<file path="src/inc/wtd_pkg.sv">
// Constants and carrier types for the wait table entry decoder.
// Assumes a 16-bit instruction word and a 10-bit code RAM address.
// Summary of operation
// - Five table rows, each a condition paired with a jump destination.
// - All five row conditions are evaluated together in every wait cycle.
// - The lowest enabled row whose condition holds jumps to its destination.
// - Row selector 000 to 100 selects rows one to five in order.
// - Far entry matches 000100 in bits 15:10, then register, row, condition.
// - Relative destination is the instruction's own address plus offset.
// - The 5-bit offset is two's complement, range minus sixteen to fifteen.
// - Relative rows store the computed address, no jump register.
// - Codes 0 to 15 test flags low, 16 to 31 test flags high.
// - Terminal counts, start low/high, ALU done and boost voltage codes.
// - Shortcut drain-source low, source low and drain-source high codes.
// - Current feedback high, low, and own current feedback codes.
// - Current shortcut instruction routes one block to own feedback.
// - Selector 00, 01, 10 pick blocks one to three; 11 block four low.
// - Reset route depends on core and channel, blocks one to four low.
// - Current shortcut matches 00110101011110 in bits 15:2, selector 1:0.
// - Far rows keep the chosen jump register holding the absolute address.
package wtd_pkg;
  localparam int ADDR_W = 10;
  localparam int ROWS = 5;
  localparam int ROW_W = 3;
  localparam int COND_W = 6;
  localparam int OFS_W = 5;
  localparam int REGS = 2;
  localparam int SYNC_W = 14;
  // Instruction fields
  localparam int FAR_OP_HI = 15;
  localparam int FAR_OP_LO = 10;
  localparam logic [5:0] FAR_OPCODE = 6'h04;
  localparam int FAR_REG_POS = 9;
  localparam int REL_OP_HI = 15;
  localparam int REL_OP_LO = 14;
  localparam logic [1:0] REL_OPCODE = 2'h3;
  localparam int OFS_HI = 13;
  localparam int OFS_LO = 9;
  localparam int ROW_HI = 8;
  localparam int ROW_LO = 6;
  localparam int COND_HI = 5;
  localparam int COND_LO = 0;
  localparam int CUR_OP_LO = 2;
  localparam logic [13:0] CUR_OPCODE = 14'h0D5E;
  localparam logic [2:0] ROW_LAST = 3'h4;
  // Condition code group bases
  localparam logic [5:0] C_FLAG_HI = 6'h10;
  localparam logic [5:0] C_TC = 6'h20;
  localparam logic [5:0] C_START_LO = 6'h24;
  localparam logic [5:0] C_START_HI = 6'h25;
  localparam logic [5:0] C_VDS_LO = 6'h26;
  localparam logic [5:0] C_SRC_LO = 6'h29;
  localparam logic [5:0] C_VDS_HI = 6'h2C;
  localparam logic [5:0] C_ALU = 6'h2F;
  localparam logic [5:0] C_VB_HI = 6'h30;
  localparam logic [5:0] C_VB_LO = 6'h31;
  localparam logic [5:0] C_CUR_HI = 6'h32;
  localparam logic [5:0] C_CUR_LO = 6'h38;
  localparam logic [5:0] C_OWN_HI = 6'h3E;
  localparam logic [5:0] C_OWN_LO = 6'h3F;

  typedef enum logic [1:0] {
    CUR_BLOCK_ONE, CUR_BLOCK_TWO, CUR_BLOCK_THREE, CUR_BLOCK_FOUR_LOW
  } wtd_cur_route_t;

  // Inputs that arrive from pins or analog comparators
  typedef struct packed {
    logic start;
    logic [2:0] scVds;
    logic [2:0] scSrc;
    logic boost;
    logic [5:0] curFb;
  } wtd_async_src_t;

  typedef struct packed {
    logic [15:0] flags;
    logic [3:0] termCount;
    logic aluDone;
    wtd_async_src_t ext;
    logic ownCur;
  } wtd_cond_src_t;

  typedef struct packed {
    logic valid;
    logic far;
    logic regSel;
    logic [COND_W-1:0] cond;
    logic [ADDR_W-1:0] addr;
  } wtd_row_t;
endpackage

</file>
<file path="src/wtd_sync3.sv">
// Three-stage input synchroniser with agreement filter.
// Assumes inputs asynchronous to ref_clk; clkEn freezes all stages.
`timescale 1ns/1ps
module wtd_sync3 #(
  parameter int WIDTH = 1
) (
  input wire logic ref_clk,
  input wire logic rstn,
  input wire logic clkEn,
  input wire logic [WIDTH-1:0] asyncIn,
  output logic [WIDTH-1:0] syncOut
);
  logic [WIDTH-1:0] s1_q;
  logic [WIDTH-1:0] s2_q;
  logic [WIDTH-1:0] s3_q;

  always_ff @(posedge ref_clk or negedge rstn)
  begin
    if (!rstn)
    begin
      s1_q <= '0;
      s2_q <= '0;
      s3_q <= '0;
    end
    else if (clkEn)
    begin
      s1_q <= asyncIn;
      s2_q <= s1_q;
      s3_q <= s2_q;
    end
  end

  // Output follows a bit only once stages two and three agree
  genvar i;
  generate
    for (i = 0; i < WIDTH; i++)
    begin : gBit
      always_ff @(posedge ref_clk or negedge rstn)
      begin
        if (!rstn)
          syncOut[i] <= 1'b0;
        else if (clkEn && (s2_q[i] == s3_q[i]))
          syncOut[i] <= s3_q[i];
      end
    end
  endgenerate
endmodule

</file>
<file path="src/wtd_cond_eval.sv">
// Evaluates one six-bit wait condition code against the live sources.
// Purely combinational; sources already in the ref_clk domain.
`timescale 1ns/1ps
module wtd_cond_eval (
  input wire logic [5:0] cond,
  input wire wtd_pkg::wtd_cond_src_t src,
  output logic hit
);
  logic [5:0] ofs;

  always_comb
  begin
    hit = 1'b0;
    ofs = 6'h00;
    if (cond < wtd_pkg::C_FLAG_HI)
      hit = !src.flags[cond[3:0]];
    else if (cond < wtd_pkg::C_TC)
      hit = src.flags[cond[3:0]];
    else if (cond < wtd_pkg::C_START_LO)
      hit = src.termCount[cond[1:0]];
    else if (cond == wtd_pkg::C_START_LO)
      hit = !src.ext.start;
    else if (cond == wtd_pkg::C_START_HI)
      hit = src.ext.start;
    else if (cond < wtd_pkg::C_SRC_LO)
    begin
      ofs = cond - wtd_pkg::C_VDS_LO;
      hit = !src.ext.scVds[ofs[1:0]];
    end
    else if (cond < wtd_pkg::C_VDS_HI)
    begin
      ofs = cond - wtd_pkg::C_SRC_LO;
      hit = !src.ext.scSrc[ofs[1:0]];
    end
    else if (cond < wtd_pkg::C_ALU)
    begin
      ofs = cond - wtd_pkg::C_VDS_HI;
      hit = src.ext.scVds[ofs[1:0]];
    end
    else if (cond == wtd_pkg::C_ALU)
      hit = src.aluDone;
    else if (cond == wtd_pkg::C_VB_HI)
      hit = src.ext.boost;
    else if (cond == wtd_pkg::C_VB_LO)
      hit = !src.ext.boost;
    else if (cond < wtd_pkg::C_CUR_LO)
    begin
      ofs = cond - wtd_pkg::C_CUR_HI;
      hit = src.ext.curFb[ofs[2:0]];
    end
    else if (cond < wtd_pkg::C_OWN_HI)
    begin
      ofs = cond - wtd_pkg::C_CUR_LO;
      hit = !src.ext.curFb[ofs[2:0]];
    end
    else if (cond == wtd_pkg::C_OWN_HI)
      hit = src.ownCur;
    else
      hit = !src.ownCur;
  end
endmodule

</file>
<file path="src/wtd_decoder.sv">
// Wait table entry and current shortcut decoder for one microcore.
// Assumes the sequencer presents one instruction per valid cycle and
// holds waitActive with the row enable mask while in a wait.
`timescale 1ns/1ps
module wtd_decoder #(
  parameter logic CORE_ID = 1'b0,
  parameter logic CHANNEL_ID = 1'b0
) (
  input wire logic ref_clk,
  input wire logic rstn,
  input wire logic clkEn,
  input wire logic instrValid,
  input wire logic [15:0] instrWord,
  input wire logic [wtd_pkg::ADDR_W-1:0] instrAddr,
  input wire logic [wtd_pkg::REGS*wtd_pkg::ADDR_W-1:0] jumpRegisterSet,
  input wire logic waitActive,
  input wire logic [wtd_pkg::ROWS-1:0] waitRowEnable,
  input wire logic [15:0] flags,
  input wire logic [3:0] termCount,
  input wire logic aluDone,
  input wire wtd_pkg::wtd_async_src_t extAsync,
  output logic entryWritten,
  output logic routeWritten,
  output wtd_pkg::wtd_cur_route_t currentRouteSelector,
  output logic ownCurrentFeedback,
  output logic [wtd_pkg::ROWS-1:0] rowValid,
  output logic jumpValid,
  output logic [wtd_pkg::ROW_W-1:0] jumpRow,
  output logic [wtd_pkg::ADDR_W-1:0] jumpAddr
);
  localparam int AW = wtd_pkg::ADDR_W;
  localparam int NR = wtd_pkg::ROWS;

  // Reset route per core and channel
  localparam wtd_pkg::wtd_cur_route_t ROUTE_RESET =
    wtd_pkg::wtd_cur_route_t'({CHANNEL_ID, CORE_ID});

  wtd_pkg::wtd_row_t table_q [NR];
  wtd_pkg::wtd_cur_route_t route_q;
  wtd_pkg::wtd_async_src_t extSync;
  wtd_pkg::wtd_cond_src_t condSrc;
  logic [NR-1:0] rowHit;
  logic [NR-1:0] rowFire;
  logic isFar;
  logic isRel;
  logic isCur;
  logic rowOk;
  logic [wtd_pkg::ROW_W-1:0] rowSel;
  logic [wtd_pkg::COND_W-1:0] condSel;
  logic [AW-1:0] relAddr;
  logic anyFire;
  logic [wtd_pkg::ROW_W-1:0] firstRow;
  logic entryWritten_q;
  logic routeWritten_q;
  logic jumpValid_q;
  logic [wtd_pkg::ROW_W-1:0] jumpRow_q;
  logic [AW-1:0] jumpAddr_q;

  // Selected jump register content
  function automatic logic [AW-1:0] regValue(
    input logic sel,
    input logic [wtd_pkg::REGS*wtd_pkg::ADDR_W-1:0] regs
  );
    regValue = regs[sel*AW +: AW];
  endfunction

  // Resolved destination of a stored row
  function automatic logic [AW-1:0] rowDest(
    input wtd_pkg::wtd_row_t r,
    input logic [wtd_pkg::REGS*wtd_pkg::ADDR_W-1:0] regs
  );
    rowDest = r.far ? regValue(r.regSel, regs) : r.addr;
  endfunction

  wtd_sync3 #(
    .WIDTH(wtd_pkg::SYNC_W)
  ) uSync (
    .ref_clk(ref_clk),
    .rstn(rstn),
    .clkEn(clkEn),
    .asyncIn(extAsync),
    .syncOut(extSync)
  );

  // Instruction decode
  assign isFar = instrValid && (instrWord[wtd_pkg::FAR_OP_HI:
    wtd_pkg::FAR_OP_LO] == wtd_pkg::FAR_OPCODE);
  assign isRel = instrValid && (instrWord[wtd_pkg::REL_OP_HI:
    wtd_pkg::REL_OP_LO] == wtd_pkg::REL_OPCODE);
  assign isCur = instrValid && (instrWord[wtd_pkg::FAR_OP_HI:
    wtd_pkg::CUR_OP_LO] == wtd_pkg::CUR_OPCODE);
  assign rowSel = instrWord[wtd_pkg::ROW_HI:wtd_pkg::ROW_LO];
  assign condSel = instrWord[wtd_pkg::COND_HI:wtd_pkg::COND_LO];
  // Codes above row five are not rows
  assign rowOk = (rowSel <= wtd_pkg::ROW_LAST);
  // Sign-extended offset added to own address, wrapping
  assign relAddr = instrAddr + AW'({{(AW-wtd_pkg::OFS_W){
    instrWord[wtd_pkg::OFS_HI]}},
    instrWord[wtd_pkg::OFS_HI:wtd_pkg::OFS_LO]});

  // Table writes
  genvar g;
  generate
    for (g = 0; g < NR; g++)
    begin : gRow
      always_ff @(posedge ref_clk or negedge rstn)
      begin
        if (!rstn)
          table_q[g] <= '0;
        else if (clkEn && (isFar || isRel) && rowOk &&
                 (rowSel == wtd_pkg::ROW_W'(g)))
        begin
          table_q[g].valid <= 1'b1;
          table_q[g].far <= isFar;
          table_q[g].cond <= condSel;
          // Far rows keep the register choice, read at jump time
          table_q[g].regSel <= isFar &&
            instrWord[wtd_pkg::FAR_REG_POS];
          table_q[g].addr <= isFar ? '0 : relAddr;
        end
      end

      wtd_cond_eval uEval (
        .cond(table_q[g].cond),
        .src(condSrc),
        .hit(rowHit[g])
      );

      assign rowValid[g] = table_q[g].valid;
      assign rowFire[g] = waitActive && waitRowEnable[g] &&
        table_q[g].valid && rowHit[g];
    end
  endgenerate

  // Current route
  always_ff @(posedge ref_clk or negedge rstn)
  begin
    if (!rstn)
      route_q <= ROUTE_RESET;
    else if (clkEn && isCur)
      route_q <= wtd_pkg::wtd_cur_route_t'(instrWord[1:0]);
  end

  // Own feedback follows the routed block: 1, 2, 3 or 4 low
  always_comb
  begin
    condSrc.flags = flags;
    condSrc.termCount = termCount;
    condSrc.aluDone = aluDone;
    condSrc.ext = extSync;
    condSrc.ownCur = extSync.curFb[route_q];
  end

  // Lowest-numbered satisfied row wins
  always_comb
  begin
    anyFire = 1'b0;
    firstRow = '0;
    for (int i = NR - 1; i >= 0; i--)
    begin
      if (rowFire[i])
      begin
        anyFire = 1'b1;
        firstRow = wtd_pkg::ROW_W'(i);
      end
    end
  end

  always_ff @(posedge ref_clk or negedge rstn)
  begin
    if (!rstn)
    begin
      jumpValid_q <= 1'b0;
      jumpRow_q <= '0;
      jumpAddr_q <= '0;
    end
    else if (clkEn)
    begin
      jumpValid_q <= anyFire;
      if (anyFire)
      begin
        jumpRow_q <= firstRow;
        jumpAddr_q <= rowDest(table_q[firstRow], jumpRegisterSet);
      end
    end
  end

  always_ff @(posedge ref_clk or negedge rstn)
  begin
    if (!rstn)
    begin
      entryWritten_q <= 1'b0;
      routeWritten_q <= 1'b0;
    end
    else if (clkEn)
    begin
      entryWritten_q <= (isFar || isRel) && rowOk;
      routeWritten_q <= isCur;
    end
  end

  assign entryWritten = entryWritten_q;
  assign routeWritten = routeWritten_q;
  assign currentRouteSelector = route_q;
  assign ownCurrentFeedback = condSrc.ownCur;
  assign jumpValid = jumpValid_q;
  assign jumpRow = jumpRow_q;
  assign jumpAddr = jumpAddr_q;
endmodule

</file>
<file path="config.mk">
export PLATFORM = sky130hd
export DESIGN_NAME = wtd_decoder
export DESIGN_NICKNAME = d
export VERILOG_FILES = /design/src/inc/wtd_pkg.sv /design/src/wtd_sync3.sv /design/src/wtd_cond_eval.sv /design/src/wtd_decoder.sv
export SDC_FILE = /design/constraint.sdc
export NUM_CORES = 1
export LEC_CHECK = 0
export ABC_AREA = 1
export BUFFER_PORTS_ARGS = -buffer_cell sky130_fd_sc_hd__clkbuf_2
export CAP_MARGIN = 10
export CORE_MARGIN = 2
export CORE_UTILIZATION = 56
export CTS_BUF_LIST = sky130_fd_sc_hd__clkbuf_8
export DETAILED_ROUTE_END_ITERATION = 6
export PLACE_DENSITY = 0.8
export SYNTH_ARGS = -nofsm -noshare
export SYNTH_HDL_FRONTEND = slang
export SYNTH_SLANG_ARGS = --single-unit
export TNS_END_PERCENT = 30
</file>
<file path="constraint.sdc">
create_clock -name ref_clk -period 2.8 [get_ports ref_clk]
set_input_delay 0.28 -clock ref_clk [delete_from_list [all_inputs] [get_ports ref_clk]]
set_output_delay 0.28 -clock ref_clk [all_outputs]
set_load 0.1 [all_outputs]
</file>
==> results of run 1 <==
-- metrics by stage --
step	utilization [%]	area (um^2)
CTS	70.5	13300
floorplan	-	10800
detailed placement	66.0	12400
finish	71.7	13500
global route	71.7	13500
global placement	66.0	12400
-- per-layer routing --
metal  global-route usage [%]  share of wire (%)  wire, um  vias to the layer above
li1                         -                  -         -                     5595
met1                     49.1                 42     14900                     5366
met2                     54.8                 45     16000                      569
met3                     5.94                8.7      3080                      104
met4                     13.2                3.7      1320                        0
met5                        0                  0         0                        -
-- sequential cells by signal (all words and copies together) (netlist names) --
signal	flops
currentRouteSelector	2
entryWritten	1
jumpAddr	10
jumpRow	3
jumpValid	1
routeWritten	1
rowValid	5
table_q	90
uSync.s1_q	14
uSync.s2_q	14
uSync.s3_q	14
uSync.syncOut	14
-- critical path, stage by stage (launching register included) --
cell and delay (ns):
dfrtp_1 0.40, inv_2 0.06, buf_6 0.15, nor2_1 0.09
a21oi_1 0.05, o21ai_0 0.21, nand3_1 0.11, nand4_1 0.12
xor2_1 0.30, o2111ai_1 0.16, inv_1 0.12, nand2_4 0.11
buf_6 0.15, a21boi_4 0.19, nand3_2 0.11, nand2_2 0.09
nand2_2 0.07, nand2_4 0.12, buf_12 0.15, nand3_1 0.09
nand2_1 0.08, nand2_1 0.05
-- how the worst max path moves through the flow --
stage,slack [ns],endpoint,start
after floorplan,0.003,jumpAddr[0],table_q[67]
after global placement,-0.20,jumpAddr[4],table_q[67]
after detailed placement,-0.21,jumpAddr[4],table_q[67]
after CTS,-0.14,jumpAddr[4],currentRouteSelector[0]
after global routing,-0.49,jumpAddr[4],table_q[48]
final,-0.29,jumpAddr[4],table_q[67]
-- logic make-up after synthesis --
kind of cell	Yosys count
fa+ha+maj	32
compound gates	346
xor+xnor	5
flops	169
buf+inv	230
simple gates	801
-- cells in the final DEF (no fill, tap or decap), types with 4 or more instances in the layout --
| cell type | count |
|---|---|
| nand2_1 | 449 |
| o21ai_0 | 208 |
| dfrtp_1 | 163 |
| nor2_1 | 152 |
| inv_1 | 136 |
| clkbuf_2 | 113 |
| buf_4 | 111 |
| nand3_1 | 100 |
| a21oi_1 | 89 |
| ha_1 | 29 |
| nand4_1 | 26 |
| buf_6 | 19 |
| nand2_2 | 18 |
| clkbuf_8 | 17 |
| o21ai_1 | 13 |
| dlygate4sd3_1 | 13 |
| inv_2 | 10 |
| nand2_4 | 10 |
| clkinv_8 | 9 |
| buf_12 | 9 |
| nor3_1 | 8 |
| nand3_2 | 7 |
| a31oi_1 | 7 |
| nor2_2 | 7 |
| nand3_4 | 6 |
| o21ai_2 | 6 |
| xor2_1 | 5 |
| or2_2 | 5 |
| nor4_1 | 4 |
| dfrtp_2 | 4 |
-- cell type report --
type	count	share of cell area, %
Inverter	151	4.33
Tap cell	260	2.41
Timing Repair Buffer	267	14.6
Multi-Input combinational cell	1185	43.9
Clock buffer	17	1.73
Clock inverter	15	1.59
Sequential cell	169	31.4
-- repair_timing --
action / CTS / global route
endpoints found under the hold margin: 91 / 0
endpoints found under the setup margin: 14 / 14
hold buffers: 13 / 0
pin swaps: 8 / 9
gates cloned: 2 / 1
buffers inserted: 6 / 3
resized for setup: 48 / 52
-- power groups by stage --
stage / Sequential (uW) / Combinational, uW / Clock (uW)
2_1_floorplan: 3780 / 2100 / 0
3_5_place_dp: 3200 / 3970 / 0
3_3_place_gp: 3190 / 3890 / 0
6_report: 3180 / 4420 / 1910
4_1_cts: 3160 / 4160 / 1910
5_1_grt: 3220 / 4810 / 2010
==> impl_metrics.json, run 1 <==
{
  "r2r.worst_path.cells": 21,
  "yosys.area_share.simple_pct": 30.8,
  "viasPerCell": 5.64,
  "gr-usage-all-layers_pct": 35.0,
  "critPathKind": "reg -> reg",
  "synth_top_area_share_pct": 39.2,
  "seqCellArea_um2": 4240,
  "cts_buffers": 17,
  "tightest_slew_ns": 0.829,
  "instances_no_fill": 2064,
  "synth.most_common_cell": "nand2_1",
  "final.period_utilization_pct": 110,
  "clk_pin_slew_worst_paths_ns": 0.13,
  "synthAdderAreaFrac_pct": 3.78,
  "core_um2": 18800,
  "intPower_uw": 5060,
  "gp_congestion": 0.970,
  "fmax_mhz": 324,
  "cts.sinks": 169,
  "violations": "negative setup slack",
  "crit_path_start_kind": "register",
  "cts_tree": "done",
  "die_y_um": 143,
  "drt-pass1-iter-count": 5,
  "syn-cell-area_um2": 10800,
  "leakagePower_uw": 0.00680,
  "first_iter_violations": 1309,
  "synth-seq-area-share_pct": 39.2,
  "port-buffer-count": 114,
  "clockBufferDepth": 2,
  "antenna_found_initial": 0,
  "grt_max_degree": 84,
  "slew_violations": 0,
  "wl_per_cell_um": 17.1,
  "place_inst": 2007,
  "period_needed_ns": 3.09,
  "timing.final.ws_setup_ns": -0.291,
  "synth.distinct_cells": 44,
  "ioPinCount": 115,
  "power_switching_uw": 4450,
  "maxCapViolations": 0,
  "multiInputGateArea_um2": 5930,
  "die_area_um2": 20400,
  "avgSynthCellArea_um2": 6.82,
  "num_rows": 50,
  "muxShareOfSynthArea_pct": 0,
  "cp_max_fo": 16,
  "ys_ff_latch": 169,
  "synth_top_family_by_area": "simple AND/OR/NAND/NOR gates",
  "synth_compound_area_share_pct": 16.8,
  "finalWirelength_um": 35200,
  "nNetsFinal": 1914,
  "drcViolationCount": 0,
  "start_util_pct": 57.3,
  "grt_pass1_wl_um": 55300,
  "hold_end": "uSync.s1_q[7]",
  "dp_hpwl_um": 25000,
  "clock_latency_ns": 0.48,
  "min-delay-start": "extAsync[7]",
  "place_ws_ns": -0.206,
  "yosys_warnings": 0,
  "final_antenna_net_count": 0,
  "worst_setup_path_end_kind": "register",
  "ys_async_sr_fraction_pct": 100,
  "slew_headroom_pct": 44.8,
  "p_comb_share_pct": 46.4,
  "synth_xor_area_share_pct": 0.406,
  "worstPathArrival_ns": 3.46,
  "layout-drive-gt1-share_pct": 21.0,
  "synth_ff_type": "dfrtp_1",
  "grt_setup_unrepaired": "true",
  "rr_endpoint": "jumpAddr[4]",
  "antennaDiodeCount": 0,
  "ys_top_cells_by_area": "dfrtp_1 (39%), nand2_1 (16%), o21ai_0 (9.9%), nor2_1 (5.6%), nand3_1 (5.0%)",
  "cts_max_level": 4,
  "synth_edf_count": 0,
  "p_per_area_nw_per_um2": 704,
  "die_x_um": 143,
  "fillCellCount": 1521,
  "tns_ns": -2.65,
  "grt_pass1_vias": 10654,
  "setup_violations": 12,
  "syn-num-nets": 1706,
  "grt_remaining_overflow": 0,
  "synthToLayoutAreaGrowth_pct": 25.1,
  "synthTopCellsByCount": "nand2_1 (471), o21ai_0 (213), dfrtp_1 (169), nor2_1 (161), inv_1 (139)",
  "clkPwrFrac_pct": 20.1,
  "worstHoldPathCells": 3,
  "outcome": "finished, violations left",
  "root_buffer": "clkbuf_8",
  "holdWs_ns": 0.0164,
  "swShare_pct": 46.8,
  "peakVddDrop_mv": 0.436,
  "final-hold-violation-count": 0,
  "holdCritPathClass": "in -> reg",
  "seqPwrFrac_pct": 33.4,
  "rrSetupSlack_ns": -0.29,
  "synthCells": 1583,
  "fin_total_pwr_uw": 9510,
  "r2r-start": "table_q[67]",
  "vias": 11634,
  "synth_top_area_cell": "dfrtp_1",
  "fin_worst_skew_ns": 0.0209,
  "critical_path_required_ns": 3.17
}
Note: power is estimated with default switching activity, not from simulation.
==> run 2, diff against run 1 <==
--- a/config.mk
+++ b/config.mk
@@ -5,7 +5,6 @@
 export SDC_FILE = /design/constraint.sdc
 export NUM_CORES = 1
 export LEC_CHECK = 0
-export ABC_AREA = 1
 export BUFFER_PORTS_ARGS = -buffer_cell sky130_fd_sc_hd__clkbuf_2
 export CAP_MARGIN = 10
 export CORE_MARGIN = 2
==> impl_metrics.json, run 2 <==
{
  "outcome": "finished, violations left",
  "violations": "negative setup slack",
  "synthToLayoutAreaGrowth_pct": 26.5,
  "synthCells": 1136,
  "clkPwrFrac_pct": 18.5,
  "cts_buffers": 17,
  "worst_setup_path_end_kind": "register",
  "largest_reg_flops": 90,
  "root_buffer": "clkbuf_8",
  "avgSynthCellArea_um2": 9.60,
  "cts.sinks": 169,
  "placed_area_um2": 13000,
  "dp_hpwl_um": 23900,
  "cp_max_fo": 9,
  "min-delay-start": "extAsync[10]",
  "synth_top_area_share_pct": 38.8,
  "die_y_um": 144,
  "place_inst": 1619,
  "tightest_slew_ns": 0.779,
  "slew_violations": 0,
  "final-hold-violation-count": 0,
  "final_antenna_net_count": 0,
  "period_needed_ns": 3.50,
  "nNetsFinal": 1511,
  "critPathLaunch": "currentRouteSelector[0]",
  "viasPerCell": 6.27,
  "wl_met1_um": 13800,
  "slew_headroom_pct": 48.1,
  "synthTopCellsByCount": "dfrtp_1 (169), nand2_1 (144), o21ai_0 (115), inv_1 (78), mux2_2 (74)",
  "drcViolationCount": 0,
  "wl_met3_um": 3380,
  "synth.most_common_cell": "dfrtp_1",
  "layout-drive-gt1-share_pct": 36.8,
  "synth.distinct_cells": 81,
  "antennaDiodeCount": 0,
  "fmax_mhz": 286,
  "power_switching_uw": 4180,
  "antenna_found_initial": 0,
  "timing.final.ws_setup_ns": -0.700,
  "swShare_pct": 41.7,
  "grt_max_degree": 79,
  "die_x_um": 144,
  "port-buffer-count": 114,
  "syn-cell-area_um2": 10900,
  "finalWirelength_um": 33300,
  "gp_congestion": 1.04,
  "r2r-start": "currentRouteSelector[0]",
  "critPathKind": "reg -> reg",
  "clock_latency_ns": 0.49,
  "cts_tree": "done",
  "final.period_utilization_pct": 125,
  "ys_top_cells_by_area": "dfrtp_1 (39%), mux2_2 (7.6%), mux4_2 (6.6%), o21ai_0 (5.3%), nand2_1 (5.0%)",
  "final_cell_area_um2": 13800,
  "start_util_pct": 56.6,
  "synth-seq-area-share_pct": 38.8,
  "core_um2": 19300,
  "cts_max_level": 4,
  "intPower_uw": 5850,
  "post-route-util_pct": 71.6,
  "setup_violations": 14,
  "mostFrequentLayoutCell": "buf_4",
  "first_iter_violations": 1212,
  "yosys_warnings": 0,
  "wl_met2_um": 15200,
  "clockBufferDepth": 2,
  "synth_top_area_cell": "dfrtp_1",
  "seqPwrFrac_pct": 33.1,
  "synth_edf_count": 0,
  "ioPinCount": 115,
  "fin_worst_skew_ns": 0.0196,
  "leakagePower_uw": 0.00629,
  "ys_ff_latch": 169,
  "highest_layer": "met4",
  "fillCellCount": 1380,
  "die_area_um2": 20600,
  "clk_pin_slew_worst_paths_ns": 0.10,
  "num_rows": 51,
  "holdCritPathClass": "in -> reg",
  "tns_ns": -7.62,
  "gr-usage-all-layers_pct": 32.3,
  "regMostFlops": "table_q",
  "instances_no_fill": 1666,
  "vias": 10438,
  "syn-num-nets": 1259,
  "grt_pass1_wl_um": 51600,
  "crit_path_start_kind": "register",
  "drt-pass1-iter-count": 7,
  "wl_per_cell_um": 20.0,
  "peakVddDrop_mv": 0.465,
  "p_per_area_nw_per_um2": 727,
  "p_comb_share_pct": 48.4,
  "grt_remaining_overflow": 0,
  "ys_async_sr_fraction_pct": 100,
  "worstPathArrival_ns": 3.85,
  "layout_common_cells": "buf_4 (192), dfrtp_1 (163), nand2_1 (143)",
  "synth_ff_type": "dfrtp_1",
  "critical_path_required_ns": 3.15,
  "grt_pass1_vias": 10086,
  "maxCapViolations": 0,
  "holdWs_ns": 0.0220,
  "grt_setup_unrepaired": "true"
}
## run 2: cells by family (layout without fill, tap and decap cells)
kind of cell / count (synthesis) / after routing / share of synthesized area, %
DFF: 169 / 169 / 38.8
xor gates and xnor gates: 13 / 13 / 1.04
adders and majority gates: 32 / 32 / 3.74
muxes: 142 / 142 / 17.5
AOI/OAI and AO/OA: 320 / 320 / 19.3
and+or+nand+nor: 293 / 293 / 13.3
buffers and inverters: 167 / 432 / 6.24
## run 2: stage by stage
| stage | setup slack [ns] | total power (uW) |
|---|---|---|
| after floorplan | -0.741 | 6140 |
| after global placement | -0.593 | 7690 |
| after detailed placement | -0.688 | 7830 |
| after CTS | -0.608 | 9740 |
| after global routing | -0.807 | 10500 |
| final | -0.700 | 10000 |
## run 2: final cells by class
class                      instances  area, um^2  share of cell area, %
clock buffer                      18         248                   1.80
inverter                          79         297                   2.15
multi-input combinational        800        6230                   45.2
clock inverter                    14         165                   1.20
sequential                       169        4240                   30.7
tap                              265         332                   2.40
timing repair buffer             321        2280                   16.5
## run 2: power by group through the flow
stage          clock network (uW)  logic (uW)  registers (uW)
6_report                     1850        4850            3320
5_1_grt                      1960        5170            3380
4_1_cts                      1860        4580            3310
3_5_place_dp                    0        4480            3350
3_3_place_gp                    0        4360            3330
2_1_floorplan                   0        2470            3670
## run 2: final timing paths
check / end / slack [ns] / depth (start not counted)
worst min register to register: table_q[66] / 0.48 / 2
worst max-delay path: jumpAddr[3] / -0.70 / 14
worst max register to register: jumpAddr[3] / -0.70 / 14
worst min-delay path: uSync.s1_q[10] / 0.02 / 2
min in group asynchronous: uSync.s1_q[9] / 0.39 / 2
max in group asynchronous: table_q[73] / 1.53 / 3
## run 2: timing repair
item	in CTS	in global routing
gates cloned	0	2
setup buffers	6	6
resized for setup	6	45
setup endpoints to repair	14	14
hold buffers	1	0
pin swaps	4	21
hold endpoints to repair	73	0
## run 2: worst max-delay path, cell delays in order (launching register included)
cell      delay [ns]
dfrtp_4         0.42
mux4_2          0.60
buf_6           0.17
o21a_1          0.10
o211ai_1        0.21
a211oi_2        0.14
buf_4           0.16
or3_4           0.40
buf_4           0.16
a21oi_2         0.13
a21oi_2         0.06
o221a_2         0.32
buf_12          0.15
o21ai_0         0.21
a31oi_1         0.15
## run 2: layer usage
layer  vias up  global-route usage (%)
met5         -                       0
met4         0                    12.0
met3        93                    8.06
met2       617                    49.7
met1      5069                    44.4
li1       4659                       -
==> run 3, diff against run 2 <==
--- a/config.mk
+++ b/config.mk
@@ -8,10 +8,10 @@
 export BUFFER_PORTS_ARGS = -buffer_cell sky130_fd_sc_hd__clkbuf_2
 export CAP_MARGIN = 10
 export CORE_MARGIN = 2
-export CORE_UTILIZATION = 56
+export CORE_UTILIZATION = 40
 export CTS_BUF_LIST = sky130_fd_sc_hd__clkbuf_8
 export DETAILED_ROUTE_END_ITERATION = 6
-export PLACE_DENSITY = 0.8
+export SETUP_SLACK_MARGIN = 0.1
 export SYNTH_ARGS = -nofsm -noshare
 export SYNTH_HDL_FRONTEND = slang
 export SYNTH_SLANG_ARGS = --single-unit
==> constraint.sdc (replaced) <==
create_clock -name ref_clk -period 3.4 [get_ports ref_clk]
set_input_delay 0.34 -clock ref_clk [delete_from_list [all_inputs] [get_ports ref_clk]]
set_output_delay 0.34 -clock ref_clk [all_outputs]
set_load 0.1 [all_outputs]
==> impl_metrics.json, run 3 (synthesized netlist as in run 2, its figures left out) <==
{
  "outcome": "finished, violations left",
  "violations": "negative setup slack",
  "grt_remaining_overflow": 0,
  "crit_chain": "mux4_2 > or3_1 > a31o_1 > a221oi_2 > a211o_1 > a211oi_2 > o211a_1 > o31a_4 > clkbuf_16 > a221oi_2 > a31oi_1",
  "swShare_pct": 43.3,
  "first_iter_violations": 708,
  "wl_met2_um": 14500,
  "antenna_found_initial": 0,
  "cpMaxStageDelayCell": "mux4_2",
  "leakagePower_uw": 0.00580,
  "critical_path_required_ns": 3.74,
  "clockBufferDepth": 2,
  "worst_setup_path_end_kind": "register",
  "holdWs_ns": 0.104,
  "dp_hpwl_um": 24100,
  "p_per_area_nw_per_um2": 587,
  "die_y_um": 169,
  "die_x_um": 169,
  "grt_max_degree": 72,
  "critPathLaunch": "currentRouteSelector[0]",
  "drt-pass1-iter-count": 7,
  "intPower_uw": 4360,
  "p_comb_share_pct": 45.2,
  "gr-usage-all-layers_pct": 23.4,
  "slew_headroom_pct": 42.9,
  "layout-drive-gt1-share_pct": 31.7,
  "final-hold-violation-count": 0,
  "wl_per_cell_um": 20.2,
  "num_rows": 60,
  "drcViolationCount": 0,
  "final.period_utilization_pct": 103,
  "period_needed_ns": 3.50,
  "grt_pass1_wl_um": 52100,
  "viasPerCell": 5.80,
  "crit_path_start_kind": "register",
  "cts.sinks": 169,
  "holdCritPathClass": "in -> reg",
  "core_um2": 26900,
  "seqPwrFrac_pct": 36.6,
  "rrSetupSlack_ns": -0.10,
  "vias": 9560,
  "rr_endpoint": "jumpAddr[0]",
  "maxCapViolations": 0,
  "port-buffer-count": 114,
  "wl_met3_um": 2150,
  "r2r-start": "currentRouteSelector[0]",
  "largest_reg_flops": 90,
  "finalWirelength_um": 33400,
  "r2r.worst_path.cells": 11,
  "start_util_pct": 40.6,
  "cts_buffers": 17,
  "setup_violations": 10,
  "power_switching_uw": 3330,
  "slowest_delay_ns": 0.62,
  "timing.critical_path.mode_cell": "a221oi_2",
  "critPathKind": "reg -> reg",
  "grt_pass1_vias": 9127,
  "fmax_mhz": 286,
  "synthToLayoutAreaGrowth_pct": 20.0,
  "root_buffer": "clkbuf_8",
  "highest_layer": "met4",
  "slew_violations": 0,
  "cts_tree": "done",
  "peakVddDrop_mv": 0.322,
  "fin_worst_skew_ns": 0.0157,
  "gp_congestion": 0.913,
  "cts_max_level": 4,
  "endpoint": "jumpAddr[0]",
  "grt_setup_unrepaired": "true",
  "fillCellCount": 2548,
  "layout_common_cells": "dfrtp_1 (165), nand2_1 (142), o21ai_0 (115)",
  "cp_max_fo": 6,
  "ioPinCount": 115,
  "mostFrequentLayoutCell": "dfrtp_1",
  "regMostFlops": "table_q",
  "nNetsFinal": 1418,
  "tightest_slew_ns": 0.850,
  "wl_met1_um": 16100,
  "worstPathArrival_ns": 3.84,
  "die_area_um2": 28600,
  "clk_pin_slew_worst_paths_ns": 0.11,
  "final_antenna_net_count": 0,
  "clkPwrFrac_pct": 18.2,
  "clock_latency_ns": 0.46,
  "antennaDiodeCount": 0,
  "post-route-util_pct": 48.7,
  "timing.final.ws_setup_ns": -0.100
}
-- run 3: stage by stage --
step	instances	worst slack [ns]	power, uW	TNS (ns)	cell area, um^2
2_1_floorplan	1136	-0.141	5060	-0.616	10900
3_3_place_gp	1607	-0.0431	6090	-0.306	12400
3_5_place_dp	1607	-0.0674	6140	-0.496	12400
4_1_cts	1641	-0.0112	7570	-0.0405	12900
5_1_grt	1649	-0.196	8140	-1.78	13100
6_report	1649	-0.100	7690	-0.722	13100
-- run 3: timing repair --
item	CTS	global route
hold buffers	1	0
endpoints found under the hold margin	54	0
resized for setup	8	23
buffers inserted	1	5
setup endpoints to repair	10	11
gates cloned	0	3
pin swaps	2	13
-- run 3: routing by layer --
layer / up-vias / track usage, %
met5: - / 0
met4: 0 / 5.83
met3: 29 / 4.06
met2: 322 / 34.2
met1: 4726 / 35.9
li1: 4483 / -
-- run 3: how the worst min path moves through the flow --
stage | start | to | slack (ns) | cells after the start
6_report | extAsync[9] | uSync.s1_q[9] | 0.10 | 2
5_1_grt | extAsync[9] | uSync.s1_q[9] | 0.08 | 2
4_1_cts | extAsync[9] | uSync.s1_q[9] | 0.08 | 2
3_5_place_dp | rstn | uSync.s1_q[10] | 0.36 | 1
3_3_place_gp | rstn | uSync.s1_q[10] | 0.35 | 1
2_1_floorplan | rstn | currentRouteSelector[1] | 0.04 | 0
-- run 3: area by class of cell --
| class | count | area [um^2] | area share [%] |
|---|---|---|---|
| multi-input cells | 801 | 6200 | 47.3 |
| inverters | 79 | 297 | 2.26 |
| clock inverters | 13 | 106 | 0.812 |
| clock buffers | 19 | 262 | 2.00 |
| repair buffers | 227 | 1570 | 12.0 |
| flip-flops and latches | 169 | 4240 | 32.4 |
| well taps | 341 | 427 | 3.26 |
-- run 3: power by group through the flow --
stage	registers (uW)	logic, uW	clock network (uW)
after global placement	2830	3260	0
after CTS	2810	3330	1430
after global routing	2880	3750	1520
final	2820	3470	1400
after floorplan	3020	2030	0
after detailed placement	2850	3290	0
-- run 3: worst max-delay path, delay by kind of cell, from the launching register on --
| kind | cells | cell delay [ns] |
|---|---|---|
| AO/OA/AOI/OAI | 8 | 1.82 |
| buffers and inverters | 1 | 0.18 |
| flip-flops | 1 | 0.43 |
| multiplexers | 1 | 0.62 |
| AND/OR/NAND/NOR | 1 | 0.34 |
